## config.mk

```make
export PLATFORM = sky130hd
export DESIGN_NAME = sld_driver
export DESIGN_NICKNAME = d
export VERILOG_FILES = /design/src/rtl/sld_pkg.sv /design/src/rtl/sld_driver.sv /design/src/rtl/sld_fifo.sv
export VERILOG_INCLUDE_DIRS = /design/src /design/src/rtl
export SDC_FILE = /design/constraint.sdc
export NUM_CORES = 1
export LEC_CHECK = 0
export ABC_CLOCK_PERIOD_IN_PS = 3520
export BUFFER_PORTS_ARGS = -buffer_cell sky130_fd_sc_hd__buf_4
export CORE_UTILIZATION = 30
export CTS_CLUSTER_SIZE = 16
export DETAILED_ROUTE_END_ITERATION = 12
export REMOVE_ABC_BUFFERS = 1
export SYNTH_ARGS = -nofsm -noshare
export SYNTH_HDL_FRONTEND = slang
export SYNTH_SLANG_ARGS = --single-unit
```

## constraint.sdc

```tcl
create_clock -name clock -period 3.52 [get_ports clock]
set_input_delay 0.352 -clock clock [delete_from_list [all_inputs] [get_ports clock]]
set_output_delay 0.352 -clock clock [all_outputs]
set_load 0.05 [all_outputs]
```

## src/rtl/sld_defines.svh

```systemverilog
`ifndef SLD_DEFINES_SVH
`define SLD_DEFINES_SVH

// ----------------------------------------------------------------
// Geometry
// ----------------------------------------------------------------
`define SLD_STAGES 20
`define SLD_FIFO_DEPTH 8
`define SLD_FIFO_WIDTH 1

// ----------------------------------------------------------------
// Reset values
// ----------------------------------------------------------------
`define SLD_SHIFT_RST 20'h00000
`define SLD_LATCH_RST 20'h00000
`define SLD_SOURCE_RST 20'h00000
`define SLD_SINK_RST 20'hfffff

`endif

```

## src/rtl/sld_pkg.sv

```systemverilog
package sld_pkg;

    // Drive state of one output pin: source on, sink on, or neither.
    typedef enum logic [1:0] {
        DRV_OFF,
        DRV_SOURCE,
        DRV_SINK
    } sld_drive_t;

endpackage

```

## src/rtl/sld_driver.sv

```systemverilog
`timescale 1ns/100ps
`default_nettype none

`include "sld_defines.svh"

// Function
// A rising shift clock captures the serial input into stage zero.
// Each later rising edge moves every stored bit one stage toward cascade.
// Load high makes latches follow stages; load low holds latches.
// Controller keeps blanking high while shifting with load tied high.
// Blanking high turns every source drive off and every pull-down on.
// Blanking never alters the contents of the latches.
// Blanking low drives each output from its own latch.
// Twenty stages, twenty latches, twenty outputs, one per stage.
// The last stage drives the serial cascade output.
// Unblanked latch one switches source on; latch zero switches pull-down on.
module sld_driver
    import sld_pkg::*;
#(
    parameter int STAGES = `SLD_STAGES,
    parameter int FIFO_DEPTH = `SLD_FIFO_DEPTH
) (
    input wire logic clock,                // System clock, 100 MHz.
    input wire logic rst_n,                // Synchronous reset, active low.
    input wire logic shiftClk,             // Shift clock from the controller.
    input wire logic serialIn,             // Serial data from the controller.
    input wire logic loadIn,               // Latch load, high is transparent.
    input wire logic blankIn,              // Blanking, high forces outputs off.
    output logic serialOut,                // Cascade output, last stage.
    output logic [STAGES-1:0] sourceOn,    // Source drive on, per output.
    output logic [STAGES-1:0] sinkOn,      // Pull-down on, per output.
    output logic shiftReady,               // Bit buffer has room.
    output logic overrun,                  // Pulse: a bit was dropped, buffer full.
    output logic [STAGES-1:0] latchState   // Current latch contents.
);

    // ----------------------------------------------------------------
    // Drive decode
    // ----------------------------------------------------------------
    function automatic sld_drive_t driveOf(input logic blank, input logic bitVal);
        sld_drive_t d;
        d = DRV_OFF;
        if (blank) begin
            d = DRV_SINK;
        end else if (bitVal) begin
            d = DRV_SOURCE;
        end else begin
            d = DRV_SINK;
        end
        return d;
    endfunction

    // ----------------------------------------------------------------
    // Input sampling and edge detection
    // ----------------------------------------------------------------
    logic clkSample_reg;
    logic clkPrev_reg;
    logic dataSample_reg;
    logic loadSample_reg;
    logic blankSample_reg;
    wire logic shiftRise;

    // Both edge stages reset to the idle low level of the shift clock, so
    // leaving reset fakes no rising edge while the shift clock rests low.
    always_ff @(posedge clock) begin
        if (!rst_n) begin
            clkSample_reg <= 1'b0;
            clkPrev_reg <= 1'b0;
        end else begin
            clkSample_reg <= shiftClk;
            clkPrev_reg <= clkSample_reg;
        end
    end

    // Blanking starts asserted so the outputs stay off until a real sample
    // of the blanking input has been taken.
    always_ff @(posedge clock) begin
        if (!rst_n) begin
            dataSample_reg <= 1'b0;
            loadSample_reg <= 1'b0;
            blankSample_reg <= 1'b1;
        end else begin
            dataSample_reg <= serialIn;
            loadSample_reg <= loadIn;
            blankSample_reg <= blankIn;
        end
    end

    // Only the low-to-high transition of the shift clock carries a bit.
    assign shiftRise = clkSample_reg && !clkPrev_reg;

    // ----------------------------------------------------------------
    // Bit buffer between capture and shift register
    // ----------------------------------------------------------------
    wire logic fifoInReady;
    wire logic fifoOutValid;
    wire logic [`SLD_FIFO_WIDTH-1:0] fifoOutData;
    wire logic shiftStep;
    wire logic shiftHold;
    wire logic dropBit;

    sld_fifo #(
        .WIDTH(`SLD_FIFO_WIDTH),
        .DEPTH(FIFO_DEPTH)
    ) bitBuffer (
        .clock(clock),
        .rst_n(rst_n),
        .inData(dataSample_reg),
        .inValid(shiftRise),
        .inReady(fifoInReady),
        .outData(fifoOutData),
        .outValid(fifoOutValid),
        .outReady(shiftStep)
    );

    // With the latches transparent and outputs live, rippling bits would
    // flash on the outputs; bits wait in the buffer until the controller
    // blanks or drops load.
    assign shiftHold = loadSample_reg && !blankSample_reg;
    assign shiftStep = fifoOutValid && !shiftHold;

    // A rise that finds the buffer full loses its bit; the pulse tells the
    // controller to back off.
    assign dropBit = shiftRise && !fifoInReady;

    // ----------------------------------------------------------------
    // Shift register
    // ----------------------------------------------------------------
    logic [STAGES-1:0] shift_reg;
    wire logic [STAGES-1:0] shift_next;

    // Stage zero takes the new bit; older bits move toward the far end.
    assign shift_next = {shift_reg[STAGES-2:0], fifoOutData[0]};

    always_ff @(posedge clock) begin
        if (!rst_n) begin
            shift_reg <= STAGES'(`SLD_SHIFT_RST);
        end else if (shiftStep) begin
            shift_reg <= shift_next;
        end
    end

    // ----------------------------------------------------------------
    // Latch bank
    // ----------------------------------------------------------------
    logic [STAGES-1:0] latch_reg;
    wire logic [STAGES-1:0] latch_next;

    // Transparency is a clocked follow: the latch trails the shift register by one clock.
    // Blanking does not appear here, so it cannot disturb stored data.
    assign latch_next = loadSample_reg ? shift_reg : latch_reg;

    always_ff @(posedge clock) begin
        if (!rst_n) begin
            latch_reg <= STAGES'(`SLD_LATCH_RST);
        end else begin
            latch_reg <= latch_next;
        end
    end

    // ----------------------------------------------------------------
    // Output drivers
    // ----------------------------------------------------------------
    wire logic [STAGES-1:0] sourceNext;
    wire logic [STAGES-1:0] sinkNext;

    genvar gi;
    generate
        for (gi = 0; gi < STAGES; gi++) begin : gDrive
            wire sld_drive_t drv;
            assign drv = driveOf(blankSample_reg, latch_reg[gi]);
            assign sourceNext[gi] = (drv == DRV_SOURCE);
            assign sinkNext[gi] = (drv == DRV_SINK);
        end
    endgenerate

    // Outputs trail the latch by one clock, so a blanking change reaches the
    // pins two clocks after the blanking input moves.
    always_ff @(posedge clock) begin
        if (!rst_n) begin
            sourceOn <= STAGES'(`SLD_SOURCE_RST);
        end else begin
            sourceOn <= sourceNext;
        end
    end

    // Every pull-down is on through reset, so the pins rest in the off state.
    always_ff @(posedge clock) begin
        if (!rst_n) begin
            sinkOn <= STAGES'(`SLD_SINK_RST);
        end else begin
            sinkOn <= sinkNext;
        end
    end

    // ----------------------------------------------------------------
    // Cascade and status outputs
    // ----------------------------------------------------------------
    always_ff @(posedge clock) begin
        if (!rst_n) begin
            serialOut <= 1'b0;
        end else begin
            serialOut <= shift_reg[STAGES-1];
        end
    end

    always_ff @(posedge clock) begin
        if (!rst_n) begin
            shiftReady <= 1'b0;
            overrun <= 1'b0;
        end else begin
            shiftReady <= fifoInReady;
            overrun <= dropBit;
        end
    end

    always_ff @(posedge clock) begin
        if (!rst_n) begin
            latchState <= STAGES'(`SLD_LATCH_RST);
        end else begin
            latchState <= latch_reg;
        end
    end

endmodule

`default_nettype wire

```

## src/rtl/sld_fifo.sv

```systemverilog
`timescale 1ns/100ps
`default_nettype none

module sld_fifo #(
    parameter int WIDTH = 1,
    parameter int DEPTH = 8
) (
    input wire logic clock,              // System clock.
    input wire logic rst_n,              // Synchronous reset, active low.
    input wire logic [WIDTH-1:0] inData, // Word to store.
    input wire logic inValid,            // Store request.
    output logic inReady,                // Room for one more word.
    output logic [WIDTH-1:0] outData,    // Oldest stored word.
    output logic outValid,               // A word is waiting.
    input wire logic outReady            // Drain side takes the word.
);

    localparam int PW = (DEPTH > 1) ? $clog2(DEPTH) : 1;
    localparam int CW = $clog2(DEPTH + 1);

    logic [WIDTH-1:0] mem [DEPTH];
    logic [PW-1:0] wrPtr_reg;
    logic [PW-1:0] rdPtr_reg;
    logic [CW-1:0] count_reg;
    logic [PW-1:0] wrPtr_next;
    logic [PW-1:0] rdPtr_next;
    logic [CW-1:0] count_next;
    wire logic doPush;
    wire logic doPop;

    // ----------------------------------------------------------------
    // Handshake and pointer arithmetic
    // ----------------------------------------------------------------
    assign inReady = (count_reg != CW'(DEPTH));
    assign outValid = (count_reg != '0);
    assign outData = mem[rdPtr_reg];
    assign doPush = inValid && inReady;
    assign doPop = outValid && outReady;

    assign wrPtr_next = (wrPtr_reg == PW'(DEPTH - 1)) ? '0 : wrPtr_reg + PW'(1);
    assign rdPtr_next = (rdPtr_reg == PW'(DEPTH - 1)) ? '0 : rdPtr_reg + PW'(1);
    assign count_next = count_reg + CW'(doPush) - CW'(doPop);

    always_ff @(posedge clock) begin
        if (!rst_n) begin
            wrPtr_reg <= '0;
            rdPtr_reg <= '0;
            count_reg <= '0;
        end else begin
            if (doPush) begin
                wrPtr_reg <= wrPtr_next;
            end
            if (doPop) begin
                rdPtr_reg <= rdPtr_next;
            end
            count_reg <= count_next;
        end
    end

    always_ff @(posedge clock) begin
        if (doPush) begin
            mem[wrPtr_reg] <= inData;
        end
    end

endmodule

`default_nettype wire

```

==> impl_metrics.prom <==
# TYPE chip_impl_metric gauge
chip_impl_metric{name="synth_cell_types",unit=""} 33
chip_impl_metric{name="finalSetupViolCount",unit=""} 0
chip_impl_metric{name="tightest_slew",unit="ns"} 0.881
chip_impl_metric{name="io_pins",unit=""} 69
chip_impl_metric{name="synthToLayoutAreaGrowth",unit="%"} 31.5
chip_impl_metric{name="portBuffers",unit=""} 68
chip_impl_metric{name="std_cell_rows",unit=""} 42
chip_impl_metric{name="crit_required",unit="ns"} 3.82
chip_impl_metric{name="finalWeightedCongestion",unit=""} 0.659
chip_impl_metric{name="yosys_warnings",unit=""} 0
chip_impl_metric{name="peakVddDrop",unit="mV"} 0.272
chip_impl_metric{name="finalNetCount",unit=""} 451
chip_impl_metric{name="number_of_antenna_violations_at_the_first_check_in_global_routing",unit=""} 0
chip_impl_metric{name="pwr-share-seq",unit=""} 0.402
chip_impl_metric{name="post_cts_resize_count",unit=""} 0
chip_impl_metric{name="detailroute.via_count",unit=""} 2513
chip_impl_metric{name="dr.pass1.iters",unit=""} 4
chip_impl_metric{name="mappedNetlistArea",unit="µm²"} 4200
chip_impl_metric{name="clkSinkCount",unit=""} 126
chip_impl_metric{name="initial_core_util",unit=""} 0.312
chip_impl_info{name="path_cells",value="inv_1, ha_1, nor3b_1, or3b_1, inv_1, ha_1, inv_1, fa_1, xnor2_1, and2_1"} 1
chip_impl_metric{name="cap_viol_max_count",unit=""} 0
chip_impl_metric{name="post_cts.repair.setup_buffers",unit=""} 0
chip_impl_metric{name="clock_insertion_delay_worst_skew",unit="ns"} 0.41
chip_impl_info{name="cts_tree",value="yes"} 1
chip_impl_metric{name="ctsHoldBuffers",unit=""} 0
chip_impl_metric{name="drt-vias-per-instance",unit=""} 4.03
chip_impl_info{name="min-delay-start",value="blankIn"} 1
chip_impl_metric{name="grt_use_total",unit=""} 0.103
chip_impl_metric{name="hpwl",unit="mm"} 4.33
chip_impl_info{name="cp_common_cell",value="sky130_fd_sc_hd__inv_1"} 1
chip_impl_metric{name="hold_slack",unit="ns"} 0.115
chip_impl_info{name="worstSetupPathType",value="register to register"} 1
chip_impl_metric{name="p_per_area",unit="nW/µm²"} 704
chip_impl_metric{name="multiInputGateArea",unit="µm²"} 1430
chip_impl_metric{name="final_non_filler_cell_area",unit="µm²"} 5520
chip_impl_metric{name="final_skew",unit="ns"} 0.0114
chip_impl_metric{name="timing.critical_path.slowest_cell_delay",unit="ns"} 0.49
chip_impl_metric{name="synth-seq-cells",unit=""} 126
chip_impl_metric{name="ant_nets",unit=""} 0
chip_impl_metric{name="critical_path_buf_inv_count",unit=""} 3
chip_impl_info{name="holdCritPathClass",value="input port to register"} 1
chip_impl_info{name="timing.critical_path.from_type",value="register"} 1
chip_impl_info{name="status",value="complete, no violations"} 1
chip_impl_metric{name="syn-instance-count",unit=""} 361
chip_impl_metric{name="antenna_cells",unit=""} 0
chip_impl_info{name="crit_path_start",value="bitBuffer.count_reg[2]"} 1
chip_impl_metric{name="fp.dieH",unit="µm"} 120
chip_impl_metric{name="overflow",unit=""} 0
chip_impl_metric{name="maximum_number_of_pins_on_one_net_before_global_route_repair",unit=""} 80
chip_impl_metric{name="htree_num_levels",unit=""} 4
chip_impl_metric{name="finish.utilization",unit=""} 0.410
chip_impl_metric{name="total_wire_length",unit="mm"} 6.84
chip_impl_metric{name="drive_above_1_share",unit=""} 0.230
chip_impl_metric{name="cts_buffer_depth",unit=""} 2
chip_impl_metric{name="report.final.hold_viol_count",unit=""} 0
chip_impl_metric{name="pwr-share-clk",unit=""} 0.468
chip_impl_info{name="worstReg2RegStart",value="bitBuffer.count_reg[2]"} 1
chip_impl_metric{name="power_switching_share",unit=""} 0.235
chip_impl_metric{name="power_switching",unit="mW"} 0.912
chip_impl_info{name="cp_top_family",value="simple AND/OR/NAND/NOR gates"} 1
chip_impl_metric{name="timing.final.crit_share",unit=""} 0.687
chip_impl_info{name="root_buffer",value="sky130_fd_sc_hd__clkbuf_16"} 1
chip_impl_metric{name="max_slew_margin",unit=""} 0.410
chip_impl_metric{name="routed_wire_length_per_instance",unit="µm"} 11.0
chip_impl_info{name="grt_setup_unrepaired",value="no"} 1
chip_impl_metric{name="postSynthAreaPerCell",unit="µm²"} 11.6
chip_impl_metric{name="first_pass_grt_wire_length",unit="mm"} 11.3
chip_impl_metric{name="internal_power_of_the_cells",unit="mW"} 2.97
chip_impl_metric{name="core_footprint",unit="µm²"} 13500
chip_impl_info{name="cp_slowest_cell",value="sky130_fd_sc_hd__or3b_1"} 1
chip_impl_metric{name="clkSlewWorstSetupHoldPaths",unit="ns"} 0.06
chip_impl_metric{name="synth_seq_area_share",unit=""} 0.620
chip_impl_metric{name="via_count_of_the_first_global_routing_pass",unit=""} 2475
chip_impl_metric{name="cts_made_buffers",unit=""} 17
chip_impl_metric{name="crit_arrival",unit="ns"} 2.72
chip_impl_metric{name="initialDrtViolationCount",unit=""} 100
chip_impl_metric{name="die_w",unit="µm"} 120
chip_impl_metric{name="timing.critical_path.fanout_max",unit=""} 9
chip_impl_metric{name="floorplan.die_area",unit="µm²"} 14500
chip_impl_info{name="critical_path.endpoint_type",value="register"} 1
chip_impl_metric{name="slew_viol_final",unit=""} 0
chip_impl_metric{name="p_leak",unit="nW"} 2.36
chip_impl_metric{name="post-route-drc-count",unit=""} 0
chip_impl_metric{name="fmax",unit="MHz"} 414
chip_impl_metric{name="pwr-share-comb",unit=""} 0.130
chip_impl_metric{name="placed_cell_area",unit="µm²"} 4890
chip_impl_metric{name="time_the_worst_path_needs_with_i_o_delays_and_setup",unit="ns"} 2.42
chip_impl_metric{name="nFillCells",unit=""} 1314
chip_impl_metric{name="ff_latch_area",unit="µm²"} 2600
-- placed cells by master, fill, tap and decap left out, drive strengths merged, types with 2 or more instances in the layout --
master and instances:
edfxtp 8, and2 43, ha 10, nand3 2, clkbuf 22, nand2 12, bufinv 4, clkinv 6
dfxtp 118, mux2i 44, buf 71, nor2b 44, nor3 4, nor2 4, nand3b 4, a21boi 4
inv 29, nand2b 4
-- cell usage after synthesis (all sizes together) --
cell	count	area share
dfxtp	118	0.56
mux2i	44	0.10
nor2b	44	0.066
and2	43	0.064
inv	29	0.026
nand2	12	0.011
clkbuf	10	0.0089
ha	10	0.030
edfxtp	8	0.057
buf	7	0.0098
a21boi	4	0.0072
nand2b	4	0.0060
nand3b	4	0.0072
nor2	4	0.0036
nor3	4	0.0048
nand3	2	0.0024
a21o	1	0.0018
a21oi	1	0.0012
a32oi	1	0.0021
and4b	1	0.0024
fa	1	0.0048
mux2	1	0.0027
nor3b	1	0.0018
nor4	1	0.0015
o22ai	1	0.0015
o311ai	1	0.0021
or3	1	0.0015
or3b	1	0.0021
xnor2	1	0.0021
xor2	1	0.0021
-- layer usage --
| metal | global-route usage | vias to the layer above | part of all wire |
|---|---|---|---|
| met4 | 0.0579 | 0 | 0.018 |
| li1 | - | 1307 | - |
| met5 | 0 | - | 0 |
| met3 | 0.0448 | 12 | 0.050 |
| met1 | 0.115 | 1136 | 0.45 |
| met2 | 0.166 | 58 | 0.48 |
-- through the flow --
stage	instances	TNS [ns]	total power, mW	setup slack [ns]
2_1_floorplan	344	-0.865	1.98	-0.355
3_3_place_gp	591	0	2.08	1.22
3_5_place_dp	591	0	2.10	1.12
4_1_cts	623	0	3.95	1.11
5_1_grt	623	0	4.08	0.969
6_report	623	0	3.88	1.10
-- final timing paths --
kind,endpoint,slack [ns],depth (start not counted)
max,bitBuffer.count_reg[2],1.10,10
min,blankSample_reg,0.11,2
max reg2reg,bitBuffer.count_reg[2],1.10,10
min reg2reg,sinkOn[15],0.41,1
-- power groups by stage --
| stage | clock, mW | sequential, mW | combinational (mW) |
|---|---|---|---|
| 2_1_floorplan | 0 | 1.60 | 0.385 |
| 3_3_place_gp | 0 | 1.59 | 0.494 |
| 3_5_place_dp | 0 | 1.59 | 0.514 |
| 4_1_cts | 1.87 | 1.56 | 0.518 |
| 5_1_grt | 1.93 | 1.57 | 0.573 |
| 6_report | 1.82 | 1.56 | 0.506 |
-- cell type report --
class,count,area share
sequential,126,0.471
tap,176,0.0399
multi-input combinational,189,0.259
timing repair buffer,71,0.0966
inverter,29,0.0197
clock buffer,22,0.0841
clock inverter,10,0.0292
-- cell families after synthesis --
kind of cell / share of synthesized area
AO/OA/AOI/OAI: 0.0158
XOR/XNOR: 0.00417
buffers and inverters: 0.0447
AND/OR/NAND/NOR: 0.173
adder cells (fa/ha/maj): 0.0346
flip-flops: 0.620
multiplexers: 0.108
No activity file was read; power rests on OpenSTA's default activity.
